`src/sld_pkg.sv`:
```
// Constants shared by the segment display driver: register map, field
// positions, reset values, prescaler and waveform level codes.
// Assumes one system clock; all values here are plain constants.
`default_nettype none

package sld_pkg;

    // Geometry
    localparam int NUM_FP = 40;
    localparam int NUM_BP = 4;
    localparam int MEM_BYTES = 20;
    localparam int SEG_BITS = 160;

    // Register bus widths
    localparam int ADDR_W = 5;
    localparam int DATA_W = 8;

    // Register offsets
    localparam logic [4:0] OFS_CTRL0 = 5'h00;
    localparam logic [4:0] OFS_CTRL1 = 5'h01;
    localparam logic [4:0] OFS_FPEN_FIRST = 5'h02;
    localparam logic [4:0] OFS_FPEN_LAST = 5'h06;
    localparam logic [4:0] OFS_STATUS = 5'h07;
    localparam logic [4:0] OFS_MEM_FIRST = 5'h08;
    localparam logic [4:0] OFS_MEM_LAST = 5'h1b;

    // Control 0 fields
    localparam int CTRL0_ON_BIT = 7;
    localparam int CTRL0_PRE_LSB = 4;
    localparam int CTRL0_BIAS_BIT = 2;
    localparam int CTRL0_DUTY_LSB = 0;
    // Control 1 fields
    localparam int CTRL1_HALT_BIT = 0;
    // Status fields
    localparam int STAT_RUN_BIT = 7;
    localparam int STAT_POL_BIT = 6;

    // Reset values: 1/4 duty, display off, all frontplanes off
    localparam logic [7:0] CTRL0_RESET = 8'h00;
    localparam logic [7:0] CTRL1_RESET = 8'h00;
    localparam logic [39:0] FPEN_RESET = 40'h00_0000_0000;

    // Duty codes
    localparam logic [1:0] DUTY_1_4 = 2'h0;
    localparam logic [1:0] DUTY_1_1 = 2'h1;
    localparam logic [1:0] DUTY_1_2 = 2'h2;
    localparam logic [1:0] DUTY_1_3 = 2'h3;

    // Effective bias codes for the analog level generator
    localparam logic [1:0] BIAS_1_1 = 2'h1;
    localparam logic [1:0] BIAS_1_2 = 2'h2;
    localparam logic [1:0] BIAS_1_3 = 2'h3;

    // Prescaler: smallest divider minus one; the divider doubles per code step
    localparam logic [8:0] DIV_BASE_LAST = 9'h03f;

    // Pin level codes V0 (driver ground) to V3 (display supply)
    localparam logic [1:0] LVL_V0 = 2'h0;
    localparam logic [1:0] LVL_V1 = 2'h1;
    localparam logic [1:0] LVL_V2 = 2'h2;
    localparam logic [1:0] LVL_V3 = 2'h3;

    // Pin drive state
    typedef enum logic [2:0] {
        DRV_OFF = 3'b001,
        DRV_RUN = 3'b010,
        DRV_GND = 3'b100
    } sld_drive_t;

endpackage

`default_nettype wire

```
`src/sld_driver.sv`:
```
// Segment display driver: register port, segment memory, prescaler,
// backplane and frontplane waveform generation with low-power handling.
// Assumes the source clock input, wait and stop flags are synchronous
// to sys_clk; the analog stage turns level codes into voltages.
//
// Summary of operation
// - Prescale code 00..11 divides source clock by 64, 128, 256, 512.
// - One frame lasts as many display clock periods as active backplanes.
// - Segment memory holds 160 bits, one per frontplane/backplane crossing.
// - Bit 1 drives ON waveform when display on and frontplane enabled.
// - Bit 0 drives the OFF waveform combination.
// - Bus reads and writes memory anytime while waveforms read it too.
// - With display off the memory is plain CPU storage.
// - Touching the display-on bit never changes memory contents.
// - Memory is not initialised by reset.
// - Enabled frontplane stays silent until display-on is set.
// - With display on, a frontplane starts as soon as it is enabled.
// - Backplane waveforms repeat every two frames, independent of memory.
// - Frontplane waveform uses that frontplane's bit per active phase.
// - Duty 01=1/1, 10=1/2, 11=1/3, 00=1/4 select active backplanes.
// - Unused backplanes are held high impedance.
// - Bias 1/1 at 1/1 duty; bias bit at 1/2; 1/3 bias otherwise.
// - Halt-in-wait clear: waveforms continue unchanged in wait mode.
// - Halt-in-wait set: clocks stop in wait, enabled pins go to ground.
// - Memory and registers keep their values through wait mode.
// - Stop mode stops clocks, grounds enabled pins, keeps state.
// - After stop, clocks resume if display on; pins restore function.
// - 1/1 duty drives backplane 0 only; 1/2 duty backplanes 0 and 1.
// - Reset gives 1/4 duty, 1/3 bias, all enables off, pins hi-Z.
`timescale 1ns/1ps
`default_nettype none

module sld_driver
    import sld_pkg::*;
(
    // Clock and reset
    input wire logic sys_clk,
    input wire logic rst_n,
    // Register port
    input wire logic [ADDR_W-1:0] reg_addr,
    input wire logic [DATA_W-1:0] reg_wdata,
    input wire logic reg_wr,
    input wire logic reg_rd,
    output logic [DATA_W-1:0] reg_rdata,
    // Clock source and power modes
    input wire logic display_source_clock,
    input wire logic wait_mode,
    input wire logic stop_mode,
    // Analog stage
    output logic [1:0] bias_mode,
    // Backplane pins: level code and output enable (low = driven)
    output logic [2*NUM_BP-1:0] backplane_out,
    output logic [NUM_BP-1:0] backplane_oe_n,
    // Frontplane pins: level code and output enable (low = driven)
    output logic [2*NUM_FP-1:0] frontplane_out,
    output logic [NUM_FP-1:0] frontplane_oe_n
);

    // Last phase index for a duty code
    function automatic logic [1:0] last_phase(input logic [1:0] duty);
        unique case (duty)
            DUTY_1_1: last_phase = 2'h0;
            DUTY_1_2: last_phase = 2'h1;
            DUTY_1_3: last_phase = 2'h2;
            DUTY_1_4: last_phase = 2'h3;
        endcase
    endfunction

    // Registers
    logic [7:0] display_control_0;
    logic [7:0] display_control_1;
    logic [NUM_FP-1:0] frontplane_enable;
    // Segment memory, no reset on purpose
    logic [7:0] seg_mem [MEM_BYTES];

    // Waveform state
    logic src_q;
    logic [8:0] pre_cnt;
    logic disp_tick;
    logic [1:0] phase;
    logic polarity;

    // Field views
    wire display_on = display_control_0[CTRL0_ON_BIT];
    wire [1:0] display_prescale_sel =
        display_control_0[CTRL0_PRE_LSB+:2];
    wire bias_bit = display_control_0[CTRL0_BIAS_BIT];
    wire [1:0] duty_sel = display_control_0[CTRL0_DUTY_LSB+:2];
    wire duty_select_hi = duty_sel[1];
    wire duty_select_lo = duty_sel[0];
    wire halt_in_wait = display_control_1[CTRL1_HALT_BIT];

    // Address decode
    wire hit_ctrl0 = reg_addr == OFS_CTRL0;
    wire hit_ctrl1 = reg_addr == OFS_CTRL1;
    wire hit_fpen = reg_addr >= OFS_FPEN_FIRST &&
        reg_addr <= OFS_FPEN_LAST;
    wire hit_status = reg_addr == OFS_STATUS;
    wire hit_mem = reg_addr >= OFS_MEM_FIRST && reg_addr <= OFS_MEM_LAST;
    wire [2:0] fpen_idx = 3'(reg_addr - OFS_FPEN_FIRST);
    wire [4:0] mem_idx = reg_addr - OFS_MEM_FIRST;

    // Low-power gating; in either case registers simply hold
    wire halted = stop_mode || (wait_mode && halt_in_wait);
    wire running = display_on && !halted;

    // Prescaler terminal count: 64 << code, minus one
    wire [9:0] div_len = ({1'b0, DIV_BASE_LAST} + 10'h001) <<
        display_prescale_sel;
    wire [8:0] div_last = 9'(div_len - 10'h001);
    wire src_rise = display_source_clock && !src_q;
    wire [1:0] phase_last = last_phase({duty_select_hi, duty_select_lo});

    // Effective bias
    wire [1:0] next_bias_mode =
        (duty_sel == DUTY_1_1) ? BIAS_1_1 :
        (duty_sel == DUTY_1_2 && !bias_bit) ? BIAS_1_2 : BIAS_1_3;

    // Drive state shared by all enabled pins
    sld_drive_t drive_state;
    assign drive_state = !display_on ? DRV_OFF :
        (halted ? DRV_GND : DRV_RUN);

    // Status readback
    wire [7:0] status_val = {running, polarity, 4'h0, phase};

    wire [7:0] fpen_byte = frontplane_enable[8*fpen_idx+:8];
    wire [7:0] next_rdata =
        !reg_rd ? 8'h00 :
        hit_ctrl0 ? display_control_0 :
        hit_ctrl1 ? display_control_1 :
        hit_fpen ? fpen_byte :
        hit_status ? status_val :
        hit_mem ? seg_mem[mem_idx] : 8'h00;

    // Register writes; the memory is a separate array
    always_ff @(posedge sys_clk or negedge rst_n)
    begin
        if (!rst_n)
        begin
            display_control_0 <= CTRL0_RESET;
            display_control_1 <= CTRL1_RESET;
            frontplane_enable <= FPEN_RESET;
        end
        else if (reg_wr)
        begin
            if (hit_ctrl0)
                display_control_0 <= reg_wdata & 8'hb7;
            if (hit_ctrl1)
                display_control_1 <= reg_wdata & 8'h01;
            if (hit_fpen)
                frontplane_enable[8*fpen_idx+:8] <= reg_wdata;
        end
    end

    // Segment memory port; waveform logic reads it concurrently
    always_ff @(posedge sys_clk)
    begin
        if (reg_wr && hit_mem)
            seg_mem[mem_idx] <= reg_wdata;
    end

    always_ff @(posedge sys_clk or negedge rst_n)
    begin
        if (!rst_n)
            reg_rdata <= 8'h00;
        else
            reg_rdata <= next_rdata;
    end

    // Prescaler; frozen while halted so wait/stop resume seamlessly
    always_ff @(posedge sys_clk or negedge rst_n)
    begin
        if (!rst_n)
        begin
            src_q <= 1'b0;
            pre_cnt <= 9'h000;
            disp_tick <= 1'b0;
        end
        else
        begin
            src_q <= display_source_clock;
            disp_tick <= 1'b0;
            if (!display_on)
                pre_cnt <= 9'h000;
            else if (running && src_rise)
            begin
                if (pre_cnt >= div_last)
                begin
                    pre_cnt <= 9'h000;
                    disp_tick <= 1'b1;
                end
                else
                    pre_cnt <= pre_cnt + 9'h001;
            end
        end
    end

    // Phase counter and frame polarity
    always_ff @(posedge sys_clk or negedge rst_n)
    begin
        if (!rst_n)
        begin
            phase <= 2'h0;
            polarity <= 1'b0;
        end
        else if (!display_on)
        begin
            phase <= 2'h0;
            polarity <= 1'b0;
        end
        else if (disp_tick && running)
        begin
            if (phase >= phase_last)
            begin
                phase <= 2'h0;
                polarity <= !polarity;
            end
            else
                phase <= phase + 2'h1;
        end
    end

    // Backplane pins
    logic [2*NUM_BP-1:0] next_bp_out;
    logic [NUM_BP-1:0] next_bp_oe_n;
    always_comb
    begin
        next_bp_out = '0;
        next_bp_oe_n = '1;
        for (int j = 0; j < NUM_BP; j++)
        begin
            if (2'(j) <= phase_last)
            begin
                unique case (drive_state)
                    DRV_OFF:
                        next_bp_oe_n[j] = 1'b1;
                    DRV_GND:
                    begin
                        next_bp_oe_n[j] = 1'b0;
                        next_bp_out[2*j+:2] = LVL_V0;
                    end
                    DRV_RUN:
                    begin
                        next_bp_oe_n[j] = 1'b0;
                        if (2'(j) == phase)
                            next_bp_out[2*j+:2] = polarity ? LVL_V0 : LVL_V3;
                        else
                            next_bp_out[2*j+:2] = polarity ? LVL_V2 : LVL_V1;
                    end
                endcase
            end
        end
    end

    // Frontplane pins: bit for frontplane i, backplane p sits in
    // byte i/2 at bit 4*(i%2)+p
    logic [2*NUM_FP-1:0] next_fp_out;
    logic [NUM_FP-1:0] next_fp_oe_n;
    always_comb
    begin
        logic [7:0] seg_byte;
        logic seg_on;
        seg_byte = 8'h00;
        seg_on = 1'b0;
        next_fp_out = '0;
        next_fp_oe_n = '1;
        for (int i = 0; i < NUM_FP; i++)
        begin
            seg_byte = seg_mem[i/2];
            seg_on = seg_byte[4*(i%2) + int'(phase)];
            if (frontplane_enable[i])
            begin
                unique case (drive_state)
                    DRV_OFF:
                        next_fp_oe_n[i] = 1'b1;
                    DRV_GND:
                    begin
                        next_fp_oe_n[i] = 1'b0;
                        next_fp_out[2*i+:2] = LVL_V0;
                    end
                    DRV_RUN:
                    begin
                        next_fp_oe_n[i] = 1'b0;
                        if (seg_on)
                            next_fp_out[2*i+:2] = polarity ? LVL_V3 : LVL_V0;
                        else
                            next_fp_out[2*i+:2] = polarity ? LVL_V1 : LVL_V2;
                    end
                endcase
            end
        end
    end

    // Pin registers; outputs come straight from flops
    always_ff @(posedge sys_clk or negedge rst_n)
    begin
        if (!rst_n)
        begin
            backplane_out <= '0;
            backplane_oe_n <= '1;
            frontplane_out <= '0;
            frontplane_oe_n <= '1;
            bias_mode <= BIAS_1_3;
        end
        else
        begin
            backplane_out <= next_bp_out;
            backplane_oe_n <= next_bp_oe_n;
            frontplane_out <= next_fp_out;
            frontplane_oe_n <= next_fp_oe_n;
            bias_mode <= next_bias_mode;
        end
    end

endmodule

`default_nettype wire

```
`config.mk`:
```
export PLATFORM = sky130hd
export DESIGN_NAME = sld_driver
export DESIGN_NICKNAME = d
export VERILOG_FILES = /design/src/sld_pkg.sv /design/src/sld_driver.sv
export SDC_FILE = /design/constraint.sdc
export NUM_CORES = 1
export LEC_CHECK = 0
export ABC_AREA = 1
export ABC_CLOCK_PERIOD_IN_PS = 3800
export BUFFER_PORTS_ARGS = -buffer_cell sky130_fd_sc_hd__buf_2
export CELL_PAD_IN_SITES_DETAIL_PLACEMENT = 0
export CELL_PAD_IN_SITES_GLOBAL_PLACEMENT = 1
export CORE_MARGIN = 2
export CORE_UTILIZATION = 51
export DETAILED_ROUTE_END_ITERATION = 6
export PLACE_DENSITY_LB_ADDON = 0.12
export RECOVER_POWER = 25
export SLEW_MARGIN = 25
export SYNTH_ARGS = -nofsm -noshare
export SYNTH_HDL_FRONTEND = slang
export SYNTH_SLANG_ARGS = --single-unit
```
`constraint.sdc`:
```
create_clock -name sys_clk -period 3.8 [get_ports sys_clk]
set_input_delay 0.57 -clock sys_clk [delete_from_list [all_inputs] [get_ports sys_clk]]
set_output_delay 0.57 -clock sys_clk [all_outputs]
set_load 0.01 [all_outputs]
```
# Yosys cells after proc, flatten, opt, wreduce, memory -nomap -nowiden
# Memory sizes are Yosys's and may differ from the RTL's.
# Cells that the tools add are included.
[word_totals]
register_bits = 203
elab_cells = 381
ramBits = 160
mem_count = 1
inputBits = 20
[op_classes]
n_eq_ne = 14
addsub = 7
n_lt_le_gt_ge = 12
n_shift = 4
mux = 307
n_reduce_logical = 22
[memory_table]
columns = ["memory", "words", "width", "read_ports", "rd_ports_with_merged_regs", "write_ports", "line", "source"]
rows = [
  ["seg_mem", 20, 8, 21, 0, 1, "sld_driver.sv:74", "logic [7:0] seg_mem [MEM_BYTES];"],
]
[op_table]
columns = ["operator", "n"]
rows = [
  ["2-to-1 mux 2 bit", 140],
  ["2-to-1 mux 1 bit", 113],
  ["binary-select mux 1 bit (select 3 bit)", 20],
  ["2-to-1 mux 8 bit", 6],
  ["binary-select mux 1 bit (select 2 bit)", 20],
  ["bitwise mux 40 bit", 1],
  ["variable shift 8 x 34 -> 40 bit (first input constant)", 1],
  ["variable part select 40 x 7 -> 8 bit", 1],
  ["variable part select 8 x 34 -> 40 bit", 1],
  ["negation 6 -> 34 bit", 1],
  ["2-to-1 mux 9 bit", 3],
  ["adder 9 x 1 -> 9 bit (second input constant)", 1],
  ["greater-or-equal comparator 9 bit", 1],
  ["logical AND 1 bit", 9],
  ["<< shifter 7 x 2 -> 9 bit (first input constant)", 1],
  ["subtractor 9 x 1 -> 9 bit (second input constant)", 1],
  ["case mux 2 bit (4 select lines)", 1],
  ["AND reduction 2 bit", 4],
  ["2-to-1 mux 3 bit", 2],
  ["!= test 2 x 1 -> 1 bit (second input constant)", 3],
  ["== test 5 x 1 -> 1 bit (second input constant)", 1],
  ["== test 5 x 3 -> 1 bit (second input constant)", 1],
  ["greater-or-equal comparator 5 x 2 -> 1 bit (second input constant)", 1],
  ["greater-or-equal comparator 5 x 4 -> 1 bit (second input constant)", 1],
  ["24 further kinds", 32],
]

# Depth between registers and ports, before layout
[depth]
ltp_word = 9
mapped_depth = 15
ltp_nobuf = 11

# Worst setup path before layout
# No wires, ideal clock.
[synth_timing]
path_type = "input port to flip-flop"
start = "input port reg_addr[1]"
end = "memory seg_mem[12][0] (enable)"
t_arrival_ns = 2.382
stages = 9
setup_slack_ns = 1.048
path_buffers = 2
t_required_ns = 3.430
path_cell_list = "buf_2 -> inv_2 -> clkbuf_1 -> ha_1 -> nand3_1 -> a22o_1 -> nor2_2 -> nand2_1 -> nor2_1"
[synth_between]
elab_chain_cells = 5
word_cells_on_any_way = 7
classes_between = "add/sub (1); order compare (2); mux (2); reduce/logical (2)"
[synth_lines]
columns = ["element", "line", "source"]
rows = [
  ["start, declared", "sld_driver.sv:40", "input wire logic [ADDR_W-1:0] reg_addr,"],
  ["greater-or-equal comparator 5 x 4 -> 1 bit / <= comparator 5 bit (equally long branches)", "sld_driver.sv:99", "wire hit_mem = reg_addr >= OFS_MEM_FIRST && reg_addr <= OFS_MEM_LAST;"],
  ["logical AND 1 bit", "sld_driver.sv:99", ""],
  ["logical AND 1 bit", "sld_driver.sv:159", "if (reg_wr && hit_mem)"],
  ["2-to-1 mux 1 bit", "sld_driver.sv:159", ""],
  ["2-to-1 mux 1 bit (not written as such)", "sld_driver.sv:160", "seg_mem[mem_idx] <= reg_wdata;"],
  ["end, declared", "sld_driver.sv:74", ""],
]
# Parallel ways exist; a longest one is shown, timed or not.

# Worst setup path in the final report
[layout_timing]
start = "input port reg_addr[0]"
end = "memory seg_mem[25][1] (enable)"
# The elaborated chain is that of the path after synthesis.

==> flow_results.xml <==
<?xml version="1.0" encoding="UTF-8"?>
<metrics>
  <group name="floorplanning">
    <metric name="floorplan.die.height" unit="um">201.1</metric>
    <metric name="ioPinCount" unit="">162</metric>
    <metric name="design.core.area" unit="um2">38470</metric>
    <metric name="floorplan.die_area" unit="um2">40430</metric>
    <metric name="num_rows" unit="">72</metric>
    <metric name="die_x" unit="um">201.1</metric>
    <metric name="effective_utilization_at_floorplan" unit="%">51.49</metric>
  </group>
  <group name="logic_synthesis">
    <metric name="yosysSeqAreaShare" unit="%">64.75</metric>
    <metric name="syn-instance-count" unit="">1943</metric>
    <metric name="synth.yosys.warnings" unit="">0</metric>
    <metric name="synth_area" unit="um2">19810</metric>
    <metric name="post_synth_num_cell_types" unit="">46</metric>
    <metric name="async_set_reset_flop_share_out_of_synthesis" unit="%">44.23</metric>
    <metric name="ys_ff_latch" unit="">459</metric>
    <metric name="ys_dominant_reg_cell" unit="">sky130_fd_sc_hd__edfxtp_1</metric>
    <metric name="synth_edf_count" unit="">256</metric>
    <metric name="post_synth.cell_area_avg" unit="um2">10.19</metric>
  </group>
  <group name="clock_tree">
    <metric name="postCtsSetupBuffers" unit="">0</metric>
    <metric name="ctsResizeCount" unit="">0</metric>
    <metric name="cts_htree_levels" unit="">2</metric>
    <metric name="ctsHoldBuffers" unit="">0</metric>
    <metric name="tritoncts" unit="">built</metric>
    <metric name="clock-sinks" unit="">459</metric>
    <metric name="worst_case_clock_buffer_depth" unit="">3</metric>
    <metric name="clkSlewWorstSetupHoldPaths" unit="ns">0.06</metric>
    <metric name="number_of_clock_buffers_inserted_by_tritoncts" unit="">48</metric>
    <metric name="clock_root_buffer_master" unit="">sky130_fd_sc_hd__clkbuf_16</metric>
    <metric name="later_pin_clock_latency_in_the_skew_report" unit="ns">0.59</metric>
  </group>
  <group name="setup_path">
    <metric name="critical_path_required" unit="ns">4.00</metric>
    <metric name="critPathCaptureType" unit="">register</metric>
    <metric name="critical_path_peak_fanout" unit="">80</metric>
    <metric name="worst-endpoint-arrival" unit="ns">2.91</metric>
    <metric name="worstSetupStartpointType" unit="">primary input</metric>
    <metric name="worst-setup-path-type" unit="">primary input to register</metric>
  </group>
  <group name="power_and_ir_drop">
    <metric name="power.static_leakage" unit="nW">9.921</metric>
    <metric name="cellInternalPower" unit="mW">9.507</metric>
    <metric name="clock_group_share_of_total_power" unit="%">33.1</metric>
    <metric name="netSwitchingPower" unit="mW">4.391</metric>
    <metric name="power-per-cell-area" unit="nW/um2">613.3</metric>
    <metric name="combinational_group_share_of_total_power" unit="%">22.2</metric>
    <metric name="power_switching_share" unit="%">31.60</metric>
    <metric name="p_total" unit="mW">13.90</metric>
    <metric name="ir_drop" unit="mV">0.4621</metric>
    <metric name="sequentialPowerShare" unit="%">44.7</metric>
  </group>
  <group name="layout">
    <metric name="design_area" unit="um2">22660</metric>
    <metric name="area.growth.synth_to_final" unit="%">14.41</metric>
    <metric name="drive_above_1_share" unit="%">15.04</metric>
    <metric name="layout.nets" unit="">2154</metric>
  </group>
  <group name="timing">
    <metric name="max-slew-margin-rel" unit="%">-36.26</metric>
    <metric name="setup_repair_after_global_routing_missed_its_margin" unit="">no</metric>
    <metric name="hold_slack" unit="ns">0.09958</metric>
    <metric name="final-setup-viol-count" unit="">0</metric>
    <metric name="period_minus_slack" unit="ns">2.708</metric>
    <metric name="slew_violations" unit="">151</metric>
    <metric name="final_hold_violations" unit="">0</metric>
    <metric name="fin_tns_setup" unit="ns">0</metric>
    <metric name="fin_worst_skew" unit="ns">0.02122</metric>
    <metric name="clock.fmax" unit="GHz">0.3692</metric>
    <metric name="timing.final.ws_setup" unit="ns">1.092</metric>
    <metric name="timing_worst_slew_pin_value" unit="ns">2.044</metric>
    <metric name="finalCritPeriodShare" unit="%">71.28</metric>
  </group>
  <group name="placement">
    <metric name="io_buffer_count" unit="">161</metric>
    <metric name="placed_cell_area" unit="um2">21130</metric>
    <metric name="placement.setup.worst_slack" unit="ns">0.5357</metric>
    <metric name="globalplace.congestion" unit="">0.9309</metric>
    <metric name="place.detailed.hpwl" unit="mm">39.15</metric>
  </group>
  <group name="run_status">
    <metric name="failing_checks" unit="">max-capacitance violations, max-slew violations</metric>
    <metric name="run_status" unit="">complete, but fails checks</metric>
  </group>
  <group name="global_route">
    <metric name="grt_start_max_net_pins" unit="">112</metric>
    <metric name="grtUsageTotal" unit="%">29.10</metric>
    <metric name="vias_in_the_first_global_route" unit="">14170</metric>
    <metric name="first_pass_grt_wire_length" unit="mm">88.04</metric>
    <metric name="grt_antenna_before_repair" unit="">1</metric>
    <metric name="grt_total_ovfl" unit="">0</metric>
  </group>
  <group name="routing">
    <metric name="vias" unit="">14750</metric>
    <metric name="post_drt_via_cell_ratio" unit="">5.530</metric>
    <metric name="detail_route_antenna_nets" unit="">0</metric>
    <metric name="remaining_design_rule_violation_count" unit="">0</metric>
    <metric name="postRouteWirelength" unit="mm">58.12</metric>
    <metric name="initialDrtViolationCount" unit="">1294</metric>
    <metric name="drt_first_pass_iters" unit="">6</metric>
    <metric name="detail_route.wl_per_cell" unit="um">21.79</metric>
  </group>
  <group name="job">
    <metric name="maxCapViolCount" unit="">6</metric>
  </group>
  <group name="worst_hold_path">
    <metric name="timing.hold.worst.class" unit="">primary input to asynchronous set/reset pin</metric>
  </group>
</metrics>
[power by group through the flow]
stage	clock (mW)	sequential [mW]	combinational [mW]
after detailed placement	0	6.31	3.04
after floorplan	0	6.35	1.66
after global placement	0	6.30	3.02
final	4.60	6.21	3.09
after CTS	4.67	6.21	3.06
after global routing	4.88	6.26	3.38
[worst paths after layout]
check / startpoint / slack, ns / cells after the start / endpoint
max: reg_addr[0] / 1.09 / 5 / seg_mem[25][1]
min: rst_n / 0.1 / 1 / frontplane_out[13]
max reg2reg: phase[1] / 1.49 / 5 / frontplane_out[69]
min reg2reg: frontplane_enable[24] / 0.40 / 1 / frontplane_oe_n[24]
max in group asynchronous: rst_n / 2.69 / 2 / frontplane_out[34]
min in group sys_clk: display_source_clock / 0.13 / 1 / src_q
[flip-flops by register name (all words and copies together), names as in the netlist, 2 cells and up]
signal and cells:
seg_mem 256, frontplane_out 80, frontplane_enable 40, frontplane_oe_n 40, pre_cnt 9, backplane_out 8
reg_rdata 8, display_control_0 6, backplane_oe_n 4, bias_mode 2, phase 2
[critical path, cell delays in order]
cell and delay, ns:
sky130_fd_sc_hd__buf_4 0.18, sky130_fd_sc_hd__buf_4 0.63, sky130_fd_sc_hd__ha_1 0.37, sky130_fd_sc_hd__nand2_1 0.46, sky130_fd_sc_hd__nor2_1 0.67
[cell families after synthesis]
logic type,synth area share (%)
xor+xnor,0.7959
compound gates,9.046
flops,64.75
simple gates,19.25
fa+ha+maj,1.642
other cells,0.01893
buf+inv,4.497
[cell type report]
type,count,area (um2)
multi-input cells,1309,6211
flip-flops and latches,459,12830
repair buffers,190,1037
clock buffers,68,1331
inverters,100,384.1
clock inverters,22,222.7
well taps,518,648.1
fillers,3320,15800
diodes,1,2.502
[metal layers]
metal / track usage (%) / vias up / wire length, um
met5: 0 / - / 0
met4: 10.21 / 0 / 1835
met3: 3.653 / 111 / 4280
met2: 45.02 / 675 / 26590
met1: 42.78 / 7061 / 25420
li1: - / 6901 / -
[cells in the final DEF, fill, tap and decap left out, drive strengths merged, types with 2 or more instances in the layout]
| cell | n |
|---|---|
| a211oi | 6 |
| a21boi | 2 |
| a21o | 4 |
| a21oi | 78 |
| buf | 177 |
| bufinv | 4 |
| clkbuf | 81 |
| clkinv | 16 |
| conb | 32 |
| dfrtp | 157 |
| dfstp | 46 |
| edfxtp | 256 |
| ha | 26 |
| inv | 101 |
| nand2 | 538 |
| nand3 | 171 |
| nand4 | 5 |
| nor2 | 181 |
| nor3 | 18 |
| nor4 | 2 |
| o211ai | 31 |
| o21ai | 126 |
| o22ai | 65 |
| xnor2 | 5 |
| xor2 | 13 |
[cell usage after synthesis, types with 2 or more instances]
| master | n | area [um2] |
|---|---|---|
| sky130_fd_sc_hd__nand4_4 | 2 | 42.54 |
| sky130_fd_sc_hd__inv_1 | 92 | 345.3 |
| sky130_fd_sc_hd__o21ai_0 | 117 | 585.6 |
| sky130_fd_sc_hd__buf_2 | 44 | 220.2 |
| sky130_fd_sc_hd__edfxtp_1 | 256 | 7687 |
| sky130_fd_sc_hd__buf_6 | 4 | 45.04 |
| sky130_fd_sc_hd__nor4_1 | 2 | 12.51 |
| sky130_fd_sc_hd__clkbuf_1 | 48 | 180.2 |
| sky130_fd_sc_hd__nor2_2 | 3 | 18.77 |
| sky130_fd_sc_hd__nand3_1 | 170 | 850.8 |
| sky130_fd_sc_hd__buf_1 | 3 | 11.26 |
| sky130_fd_sc_hd__a21o_1 | 4 | 30.03 |
| sky130_fd_sc_hd__nand2_2 | 2 | 12.51 |
| sky130_fd_sc_hd__o211ai_1 | 31 | 232.7 |
| sky130_fd_sc_hd__ha_1 | 26 | 325.3 |
| sky130_fd_sc_hd__clkinv_2 | 3 | 15.01 |
| sky130_fd_sc_hd__dfstp_2 | 46 | 1209 |
| sky130_fd_sc_hd__a211oi_1 | 6 | 45.04 |
| sky130_fd_sc_hd__a21oi_1 | 78 | 390.4 |
| sky130_fd_sc_hd__xnor2_1 | 5 | 43.79 |
| sky130_fd_sc_hd__nor2_1 | 174 | 653.1 |
| sky130_fd_sc_hd__buf_4 | 7 | 52.55 |
| sky130_fd_sc_hd__nand2_1 | 535 | 2008 |
| sky130_fd_sc_hd__nand4_1 | 3 | 18.77 |
| sky130_fd_sc_hd__nor3_1 | 16 | 80.08 |
| sky130_fd_sc_hd__o21ai_1 | 9 | 45.04 |
| sky130_fd_sc_hd__nor2_8 | 2 | 40.04 |
| sky130_fd_sc_hd__dfrtp_1 | 157 | 3929 |
| sky130_fd_sc_hd__inv_2 | 4 | 15.01 |
| sky130_fd_sc_hd__o22ai_1 | 65 | 406.6 |
| sky130_fd_sc_hd__nor2_4 | 2 | 22.52 |
| sky130_fd_sc_hd__xor2_1 | 13 | 113.9 |
[stage by stage]
stage	util [%]	instances
after detailed placement	54.92	2576
after CTS	58.96	2666
after global placement	54.91	2576
after global routing	58.92	2667
after floorplan	-	1974
final	58.92	2667
No activity file was read; power rests on OpenSTA's default activity.
